[src/lock_pkg.sv]
package lock_pkg;
  localparam logic [7:0]  OPC_WREN       = 8'h06;
  localparam logic [7:0]  OPC_LOCK_ONE   = 8'h36;
  localparam logic [7:0]  OPC_UNLOCK_ONE = 8'h39;
  localparam logic [7:0]  OPC_READ_LOCK  = 8'h3d;
  localparam logic [7:0]  OPC_LOCK_ALL   = 8'h7e;
  localparam logic [7:0]  OPC_UNLOCK_ALL = 8'h98;
  localparam logic [7:0]  OPC_RST_EN     = 8'h66;
  localparam logic [7:0]  OPC_RST        = 8'h99;
  localparam logic [5:0]  BITS_OPC       = 6'h08;
  localparam logic [5:0]  BITS_ADDR      = 6'h20;
  localparam logic [5:0]  BITS_MAX       = 6'h3c;
  localparam int          LOCK_UNITS     = 64;
  localparam int          UNIT_MSB       = 21;
  localparam int          UNIT_LSB       = 16;
  localparam logic [63:0] LOCK_RESET     = 64'hffff_ffff_ffff_ffff;
  localparam int          CLK_MHZ        = 250;
  localparam int          RST_RECOV_US   = 30;
  localparam int          RECOV_CYC      = RST_RECOV_US * CLK_MHZ;
  typedef enum logic [2:0] {
    ST_IDLE  = 3'b001,
    ST_SHIFT = 3'b010,
    ST_RECOV = 3'b100
  } state_t;
endpackage

[src/block_lock_and_soft_reset.sv]
`timescale 1ns/1ps
// Summary of operation
// - Individual lock bits decide write protection only when write_protect_select is one.
// - Otherwise protection comes from complement, granularity, top/bottom and block_protect_field.
// - Lock bits are volatile and all set to one after power-up or reset.
// - Opcode 39h plus 24-bit address, then select high, unlocks one unit.
// - Single unlock is accepted only while write_enable_latch is set.
// - Opcode 3Dh plus address returns lock byte MSB first on falling edges.
// - Readback byte LSB is one when locked, zero when unlocked.
// - Single lock commands work in SPI and quad_command_mode.
// - Opcode 7Eh alone sets every lock bit.
// - Opcode 98h alone clears every lock bit.
// - Global lock and unlock need write_enable_latch set.
// - Accepted reset aborts work, sets every lock bit and clears reset enable and latch.
// - Reset enable 66h and reset 99h work in both modes.
// - Reset happens only when 99h directly follows 66h; anything else cancels.
// - About 30us recovery follows reset, ignoring every command.
// - Opcode 36h plus address locks one unit when write_enable_latch is set.
module block_lock_and_soft_reset #(
  parameter int RECOV_CYC = lock_pkg::RECOV_CYC
) (
  input  wire logic        mclk_i,
  input  wire logic        rst_n_i,
  input  wire logic        cs_n_i,
  input  wire logic        sclk_i,
  input  wire logic [3:0]  dio_i,
  output logic      [3:0]  dio_o,
  output logic      [3:0]  dio_oe_o,
  input  wire logic        quad_command_mode_i,
  input  wire logic        write_protect_select_i,
  input  wire logic        complement_protect_i,
  input  wire logic        sector_granularity_i,
  input  wire logic        top_bottom_select_i,
  input  wire logic [2:0]  block_protect_field_i,
  input  wire logic [23:0] prot_addr_i,
  output logic             prot_o,
  output logic             write_enable_latch_o,
  output logic             soft_reset_o,
  output logic             reset_enable_o
);
  logic [2:0] cs_r, sclk_r;
  logic [3:0] dio_m_r, dio_s_r;
  lock_pkg::state_t state_r;
  logic [5:0]  cnt_r;
  logic [31:0] sh_r;
  logic [7:0]  rd_r;
  logic [63:0] lock_r;
  logic [13:0] recov_r;

  // Two-stage synchronisers plus one delay for edge detection
  always_ff @(posedge mclk_i) begin
    cs_r    <= {cs_r[1:0], cs_n_i};
    sclk_r  <= {sclk_r[1:0], sclk_i};
    dio_m_r <= dio_i;
    dio_s_r <= dio_m_r;
  end

  wire cs_fall   = cs_r[2] & ~cs_r[1];
  wire cs_rise   = ~cs_r[2] & cs_r[1];
  wire sck_rise  = ~sclk_r[2] & sclk_r[1] & ~cs_r[1];
  wire sck_fall  = sclk_r[2] & ~sclk_r[1] & ~cs_r[1];
  wire shifting  = state_r == lock_pkg::ST_SHIFT;
  wire [5:0] cnt_add = quad_command_mode_i ? 6'h04 : 6'h01;
  wire [5:0] cnt_sum = cnt_r + cnt_add;
  wire [31:0] sh_nxt = quad_command_mode_i ? {sh_r[27:0], dio_s_r} : {sh_r[30:0], dio_s_r[0]};
  wire [7:0] opc8    = sh_r[7:0];
  wire [7:0] opc32   = sh_r[31:24];
  wire [5:0] unit    = sh_r[lock_pkg::UNIT_MSB:lock_pkg::UNIT_LSB];
  wire end8  = shifting & cs_rise & (cnt_r == lock_pkg::BITS_OPC);
  wire end32 = shifting & cs_rise & (cnt_r == lock_pkg::BITS_ADDR);
  wire any_cmd   = shifting & cs_rise & (cnt_r != 6'h00);
  wire do_wren   = end8 & (opc8 == lock_pkg::OPC_WREN);
  wire do_lkall  = end8 & (opc8 == lock_pkg::OPC_LOCK_ALL) & write_enable_latch_o;
  wire do_ulall  = end8 & (opc8 == lock_pkg::OPC_UNLOCK_ALL) & write_enable_latch_o;
  wire do_lk1    = end32 & (opc32 == lock_pkg::OPC_LOCK_ONE) & write_enable_latch_o;
  wire do_ul1    = end32 & (opc32 == lock_pkg::OPC_UNLOCK_ONE) & write_enable_latch_o;
  wire do_rsten  = end8 & (opc8 == lock_pkg::OPC_RST_EN);
  wire do_rst    = end8 & (opc8 == lock_pkg::OPC_RST) & reset_enable_o;
  wire wel_clr   = do_lkall | do_ulall | do_lk1 | do_ul1;
  wire rd_load   = shifting & sck_rise & (cnt_sum == lock_pkg::BITS_ADDR)
                   & (sh_nxt[31:24] == lock_pkg::OPC_READ_LOCK);
  wire rd_phase  = shifting & (dio_oe_o != 4'h0);
  wire recov_done = recov_r == 14'(RECOV_CYC - 1);

  // Protection from the block_protect_field scheme
  wire [5:0] pa_unit = prot_addr_i[lock_pkg::UNIT_MSB:lock_pkg::UNIT_LSB];
  wire [9:0] pa_sec  = prot_addr_i[21:12];
  wire [5:0] u_idx   = top_bottom_select_i ? pa_unit : ~pa_unit;
  wire [9:0] s_idx   = top_bottom_select_i ? pa_sec : ~pa_sec;
  wire [2:0] bp_m1   = block_protect_field_i - 3'h1;
  wire [9:0] span    = 10'h001 << bp_m1;
  wire in_rng  = (block_protect_field_i != 3'h0)
                 & (sector_granularity_i ? (s_idx < span) : ({4'h0, u_idx} < span));
  wire bp_prot = complement_protect_i ^ in_rng;
  wire prot_nxt = write_protect_select_i ? lock_r[pa_unit] : bp_prot;

  always_ff @(posedge mclk_i) begin
    if (!rst_n_i) begin
      state_r <= lock_pkg::ST_IDLE;
      recov_r <= 14'h0000;
    end else begin
      case (state_r)
        lock_pkg::ST_IDLE:  if (cs_fall) state_r <= lock_pkg::ST_SHIFT;
        lock_pkg::ST_SHIFT: if (do_rst) state_r <= lock_pkg::ST_RECOV;
                            else if (cs_rise) state_r <= lock_pkg::ST_IDLE;
        lock_pkg::ST_RECOV: begin
          recov_r <= recov_done ? 14'h0000 : recov_r + 14'h0001;
          if (recov_done) state_r <= lock_pkg::ST_IDLE;
        end
        default: state_r <= lock_pkg::ST_IDLE;
      endcase
    end
  end

  always_ff @(posedge mclk_i) begin
    if (!rst_n_i || cs_fall) begin
      cnt_r <= 6'h00;
      sh_r  <= 32'h0000_0000;
    end else if (shifting && sck_rise) begin
      cnt_r <= (cnt_r >= lock_pkg::BITS_MAX) ? cnt_r : cnt_sum;
      sh_r  <= sh_nxt;
    end
  end

  // Lock byte shifts out on falling edges, repeating while select stays low
  always_ff @(posedge mclk_i) begin
    if (!rst_n_i || cs_rise || !shifting) begin
      rd_r     <= 8'h00;
      dio_o    <= 4'h0;
      dio_oe_o <= 4'h0;
    end else if (rd_load) begin
      rd_r <= {7'h00, lock_r[sh_nxt[lock_pkg::UNIT_MSB:lock_pkg::UNIT_LSB]]};
    end else if ((sck_fall && cnt_r == lock_pkg::BITS_ADDR && rd_r[7:1] == 7'h00
                  && opc32 == lock_pkg::OPC_READ_LOCK)
                 || (sck_fall && rd_phase)) begin
      if (quad_command_mode_i) begin
        dio_o    <= rd_r[7:4];
        dio_oe_o <= 4'hf;
        rd_r     <= {rd_r[3:0], rd_r[7:4]};
      end else begin
        dio_o    <= {2'b00, rd_r[7], 1'b0};
        dio_oe_o <= 4'h2;
        rd_r     <= {rd_r[6:0], rd_r[7]};
      end
    end
  end

  always_ff @(posedge mclk_i) begin
    if (!rst_n_i || do_rst || state_r == lock_pkg::ST_RECOV) begin
      lock_r               <= lock_pkg::LOCK_RESET;
      write_enable_latch_o <= 1'b0;
      reset_enable_o       <= 1'b0;
    end else begin
      if (do_lkall) lock_r <= lock_pkg::LOCK_RESET;
      else if (do_ulall) lock_r <= 64'h0000_0000_0000_0000;
      else if (do_lk1) lock_r[unit] <= 1'b1;
      else if (do_ul1) lock_r[unit] <= 1'b0;
      if (do_wren) write_enable_latch_o <= 1'b1;
      else if (wel_clr) write_enable_latch_o <= 1'b0;
      if (any_cmd) reset_enable_o <= do_rsten;
    end
  end

  always_ff @(posedge mclk_i) begin
    if (!rst_n_i) begin
      prot_o       <= 1'b1;
      soft_reset_o <= 1'b0;
    end else begin
      prot_o       <= prot_nxt;
      soft_reset_o <= do_rst | (state_r == lock_pkg::ST_RECOV) & ~recov_done;
    end
  end
endmodule // block_lock_and_soft_reset

[config.mk]
export PLATFORM = sky130hd
export DESIGN_NAME = block_lock_and_soft_reset
export DESIGN_NICKNAME = d
export VERILOG_FILES = /design/src/lock_pkg.sv /design/src/block_lock_and_soft_reset.sv
export SDC_FILE = /design/constraint.sdc
export NUM_CORES = 1
export LEC_CHECK = 0
export ABC_AREA = 0
export BUFFER_PORTS_ARGS = -buffer_cell sky130_fd_sc_hd__buf_4
export CELL_PAD_IN_SITES_DETAIL_PLACEMENT = 2
export CELL_PAD_IN_SITES_GLOBAL_PLACEMENT = 2
export CORE_UTILIZATION = 40
export DETAILED_ROUTE_END_ITERATION = 6
export MAX_ROUTING_LAYER = met4
export PLACE_DENSITY = 0.81
export SYNTH_ARGS = -nofsm -noshare
export SYNTH_HDL_FRONTEND = slang
export SYNTH_SLANG_ARGS = --single-unit
[constraint.sdc]
create_clock -name mclk_i -period 4.9 [get_ports mclk_i]
set_clock_uncertainty 0.05 [all_clocks]
set_input_delay 0.49 -clock mclk_i [delete_from_list [all_inputs] [get_ports mclk_i]]
set_output_delay 0.49 -clock mclk_i [all_outputs]
set_load 0.005 [all_outputs]
==> impl_metrics.yaml <==
setup_path:
  r2r_cells: 8
  end_kind: "register"
  r2r-start: "state_r[1]"
  cp.required_ps: 5110
  r2r_end: "lock_r[61]"
  cp-start-kind: "register"
  crit_type: "reg -> reg"
  path_max_fanout: 36
  r2r_slack_ps: 1560
  crit_arrival_ps: 3550
cells_and_area:
  drive_above_1_share_pct: 13.7
  syn2layout_area_growth_pct: 12.4
  fin_area_um2: 9380
  final.fill_count: 2194
  layout.nets: 969
  diodes: 0
min_path:
  holdPathEnd: "dio_m_r[1]"
  hold_path_depth: 1
  hold_class: "in -> reg"
  hp-start: "dio_i[1]"
sta:
  post-route-period-util_pct: 68.1
  period_needed_ps: 3340
  finalWorstSetupSlack_ps: 1560
  rsz0062_at_grt: "no"
  hold_violations: 0
  tns_ps: 0
  setup_violations: 0
  timing_max_transition_violations_final: 0
  relSlewSlack_pct: 36.5
  fmax_mhz: 299
  tightest_slew_ps: 951
placement:
  dp_hpwl_um: 18500
  port_buffers: 37
  dpl_cell_area_um2: 8720
  place_congestion: 0.786
  post-place-ws_ps: 1210
synth:
  syn_nets: 989
  ys_ff_latch: 151
  synth_area_um2: 8350
  ys_warn_count: 0
  synth_xor_xnor_area_share_pct: 2.41
  ys_types: 56
  synth_area_leaders: "dfxtp_1, mux2i_1, o211ai_1"
  postSynthAreaPerCell_um2: 8.91
  synth-compound-area-share_pct: 24.5
  synth_area_leader_cell: "dfxtp_1"
  synth-simple-area-share_pct: 15.6
  syn_inst: 937
  synth_most_common_cell: "dfxtp_1"
  synth_common_cells: "dfxtp_1, nor2_1, o21ai_0"
  yosys.area_share.adder_pct: 1.80
  muxShareOfSynthArea_pct: 15.1
  ys_seq_area_share_pct: 36.2
  synth_edf_count: 0
  synth-main-ff-cell: "dfxtp_1"
  synth_top_family_by_area: "compound AO/OA/AOI/OAI gates"
  yosysTopAreaCellShare_pct: 36.2
  async_reset_ff_share_pct: 0
power_and_ir_drop:
  p_sw_share_pct: 23.2
  peakVddDrop_mv: 0.180
  p_leak_nw: 3.31
  p_switching_uw: 663
  pwr-share-clk_pct: 51.8
  p_per_area_nw_per_um2: 305
  internal_power_mw: 2.20
  sequentialPowerShare_pct: 43.4
  comb_power_share_pct: 4.8
grt:
  grt_max_degree: 69
  grt_pass1_vias: 8512
  grt_use_total_pct: 29.0
  overflow: 0
  antenna_found_initial: 0
  grt_pass1_wl_um: 47100
route:
  drt_iter0_markers: 398
  drc_errors: 0
  first_pass_iters: 4
  wl_per_cell_um: 24.5
  ant_nets: 0
  viasPerCell: 6.36
  num_vias: 7624
  wl_um: 29400
clocking:
  cts_setup_buffers: 0
  clk_path_buf_depth: 2
  cts_hold_buf: 0
  ctsResizeCount: 0
  cts_sinks: 151
  cts_root_buffer: "clkbuf_16"
  htreeDepth: 4
  clk_latency_ps: 440
  clk_pin_slew_ps: 70
  cts_tree: "yes"
  cts_made_buffers: 17
die:
  core.rowCount: 52
  dieWidth_um: 146
  ioPinCount: 52
  start_util_pct: 41.0
  core_um2: 20400
  die_h_um: 146
  die_area_um2: 21400
job:
  maxCapViolCount: 0
status:
  status: "complete, no violations"
[layer usage]
layer  vias up  track usage, %  part of all wire (%)
met5         -               -                     0
met4         0            12.6                   3.1
met3        73            4.66                   4.0
met2       185            49.9                    51
met1      3914            33.1                    42
li1       3452               -                     -
[layout make-up]
class	instances	area (µm²)	share of cell area [%]
inverters	6	22.5	0.240
multi-input cells	694	5000	53.3
flip-flops and latches	151	3020	32.2
repair buffers	47	353	3.76
well taps	270	338	3.60
clock inverters	14	221	2.36
clock buffers	17	425	4.54
[worst max-delay path, cell delays in order (launching register included)]
cell,delay (ps)
dfxtp_1,350
nor3b_1,190
and3_1,300
nand3_1,160
or3_1,290
nand3_1,310
nor2_4,830
buf_4,460
o211ai_1,210
[cells in the final DEF (no fill, tap or decap), drive strengths merged, types with 15 or more instances in the layout]
master	instances
a21oi	36
o211ai	71
o21a	66
a211oi	32
clkbuf	18
nand3	27
buf	46
nand2	40
mux2i	64
o21ai	81
nand3b	15
dfxtp	151
mux4	22
nor2	92
[power by group through the flow]
stage / Sequential (mW) / Combinational (mW) / Clock, mW
3_3_place_gp: 1.27 / 0.128 / 0
3_5_place_dp: 1.27 / 0.138 / 0
4_1_cts: 1.24 / 0.138 / 1.50
2_1_floorplan: 1.27 / 0.0889 / 0
5_1_grt: 1.24 / 0.151 / 1.54
6_report: 1.24 / 0.138 / 1.48
[flip-flops by register name (all words and copies together) (netlist names)]
| signal | count |
|---|---|
| cnt_r | 6 |
| cs_r | 3 |
| dio_m_r | 4 |
| dio_o | 4 |
| dio_oe_o | 2 |
| dio_s_r | 4 |
| lock_r | 64 |
| prot_o | 1 |
| rd_r | 8 |
| recov_r | 14 |
| reset_enable_o | 1 |
| sclk_r | 3 |
| sh_r | 32 |
| soft_reset_o | 1 |
| state_r | 3 |
| write_enable_latch_o | 1 |
[per-stage QoR]
stage	power, mW	hold slack (ps)	std cells	utilization (%)
2_1_floorplan	1.35	260	937	-
3_3_place_gp	1.40	261	1167	42.8
3_5_place_dp	1.41	272	1167	42.8
4_1_cts	2.88	83.2	1198	46.0
5_1_grt	2.93	81.5	1199	46.1
6_report	2.86	101	1199	46.1
[worst max-delay path by stage]
stage | start | to | slack [ps] | cells past startpoint
floorplan | quad_command_mode_i | rd_r[0] | 1940 | 12
global placement | quad_command_mode_i | rd_r[0] | 1330 | 11
detailed placement | quad_command_mode_i | rd_r[0] | 1210 | 11
CTS | state_r[1] | lock_r[34] | 1540 | 9
global route | state_r[1] | lock_r[61] | 1370 | 8
finish | state_r[1] | lock_r[61] | 1560 | 8
[cell families after synthesis]
| group | Yosys count |
|---|---|
| AO/OA/AOI/OAI | 310 |
| XOR/XNOR | 23 |
| adder cells (fa/ha/maj) | 12 |
| buffers and inverters | 92 |
| flip-flops | 151 |
| multiplexers | 96 |
| AND/OR/NAND/NOR | 253 |
(Power assumes the default switching activity.)
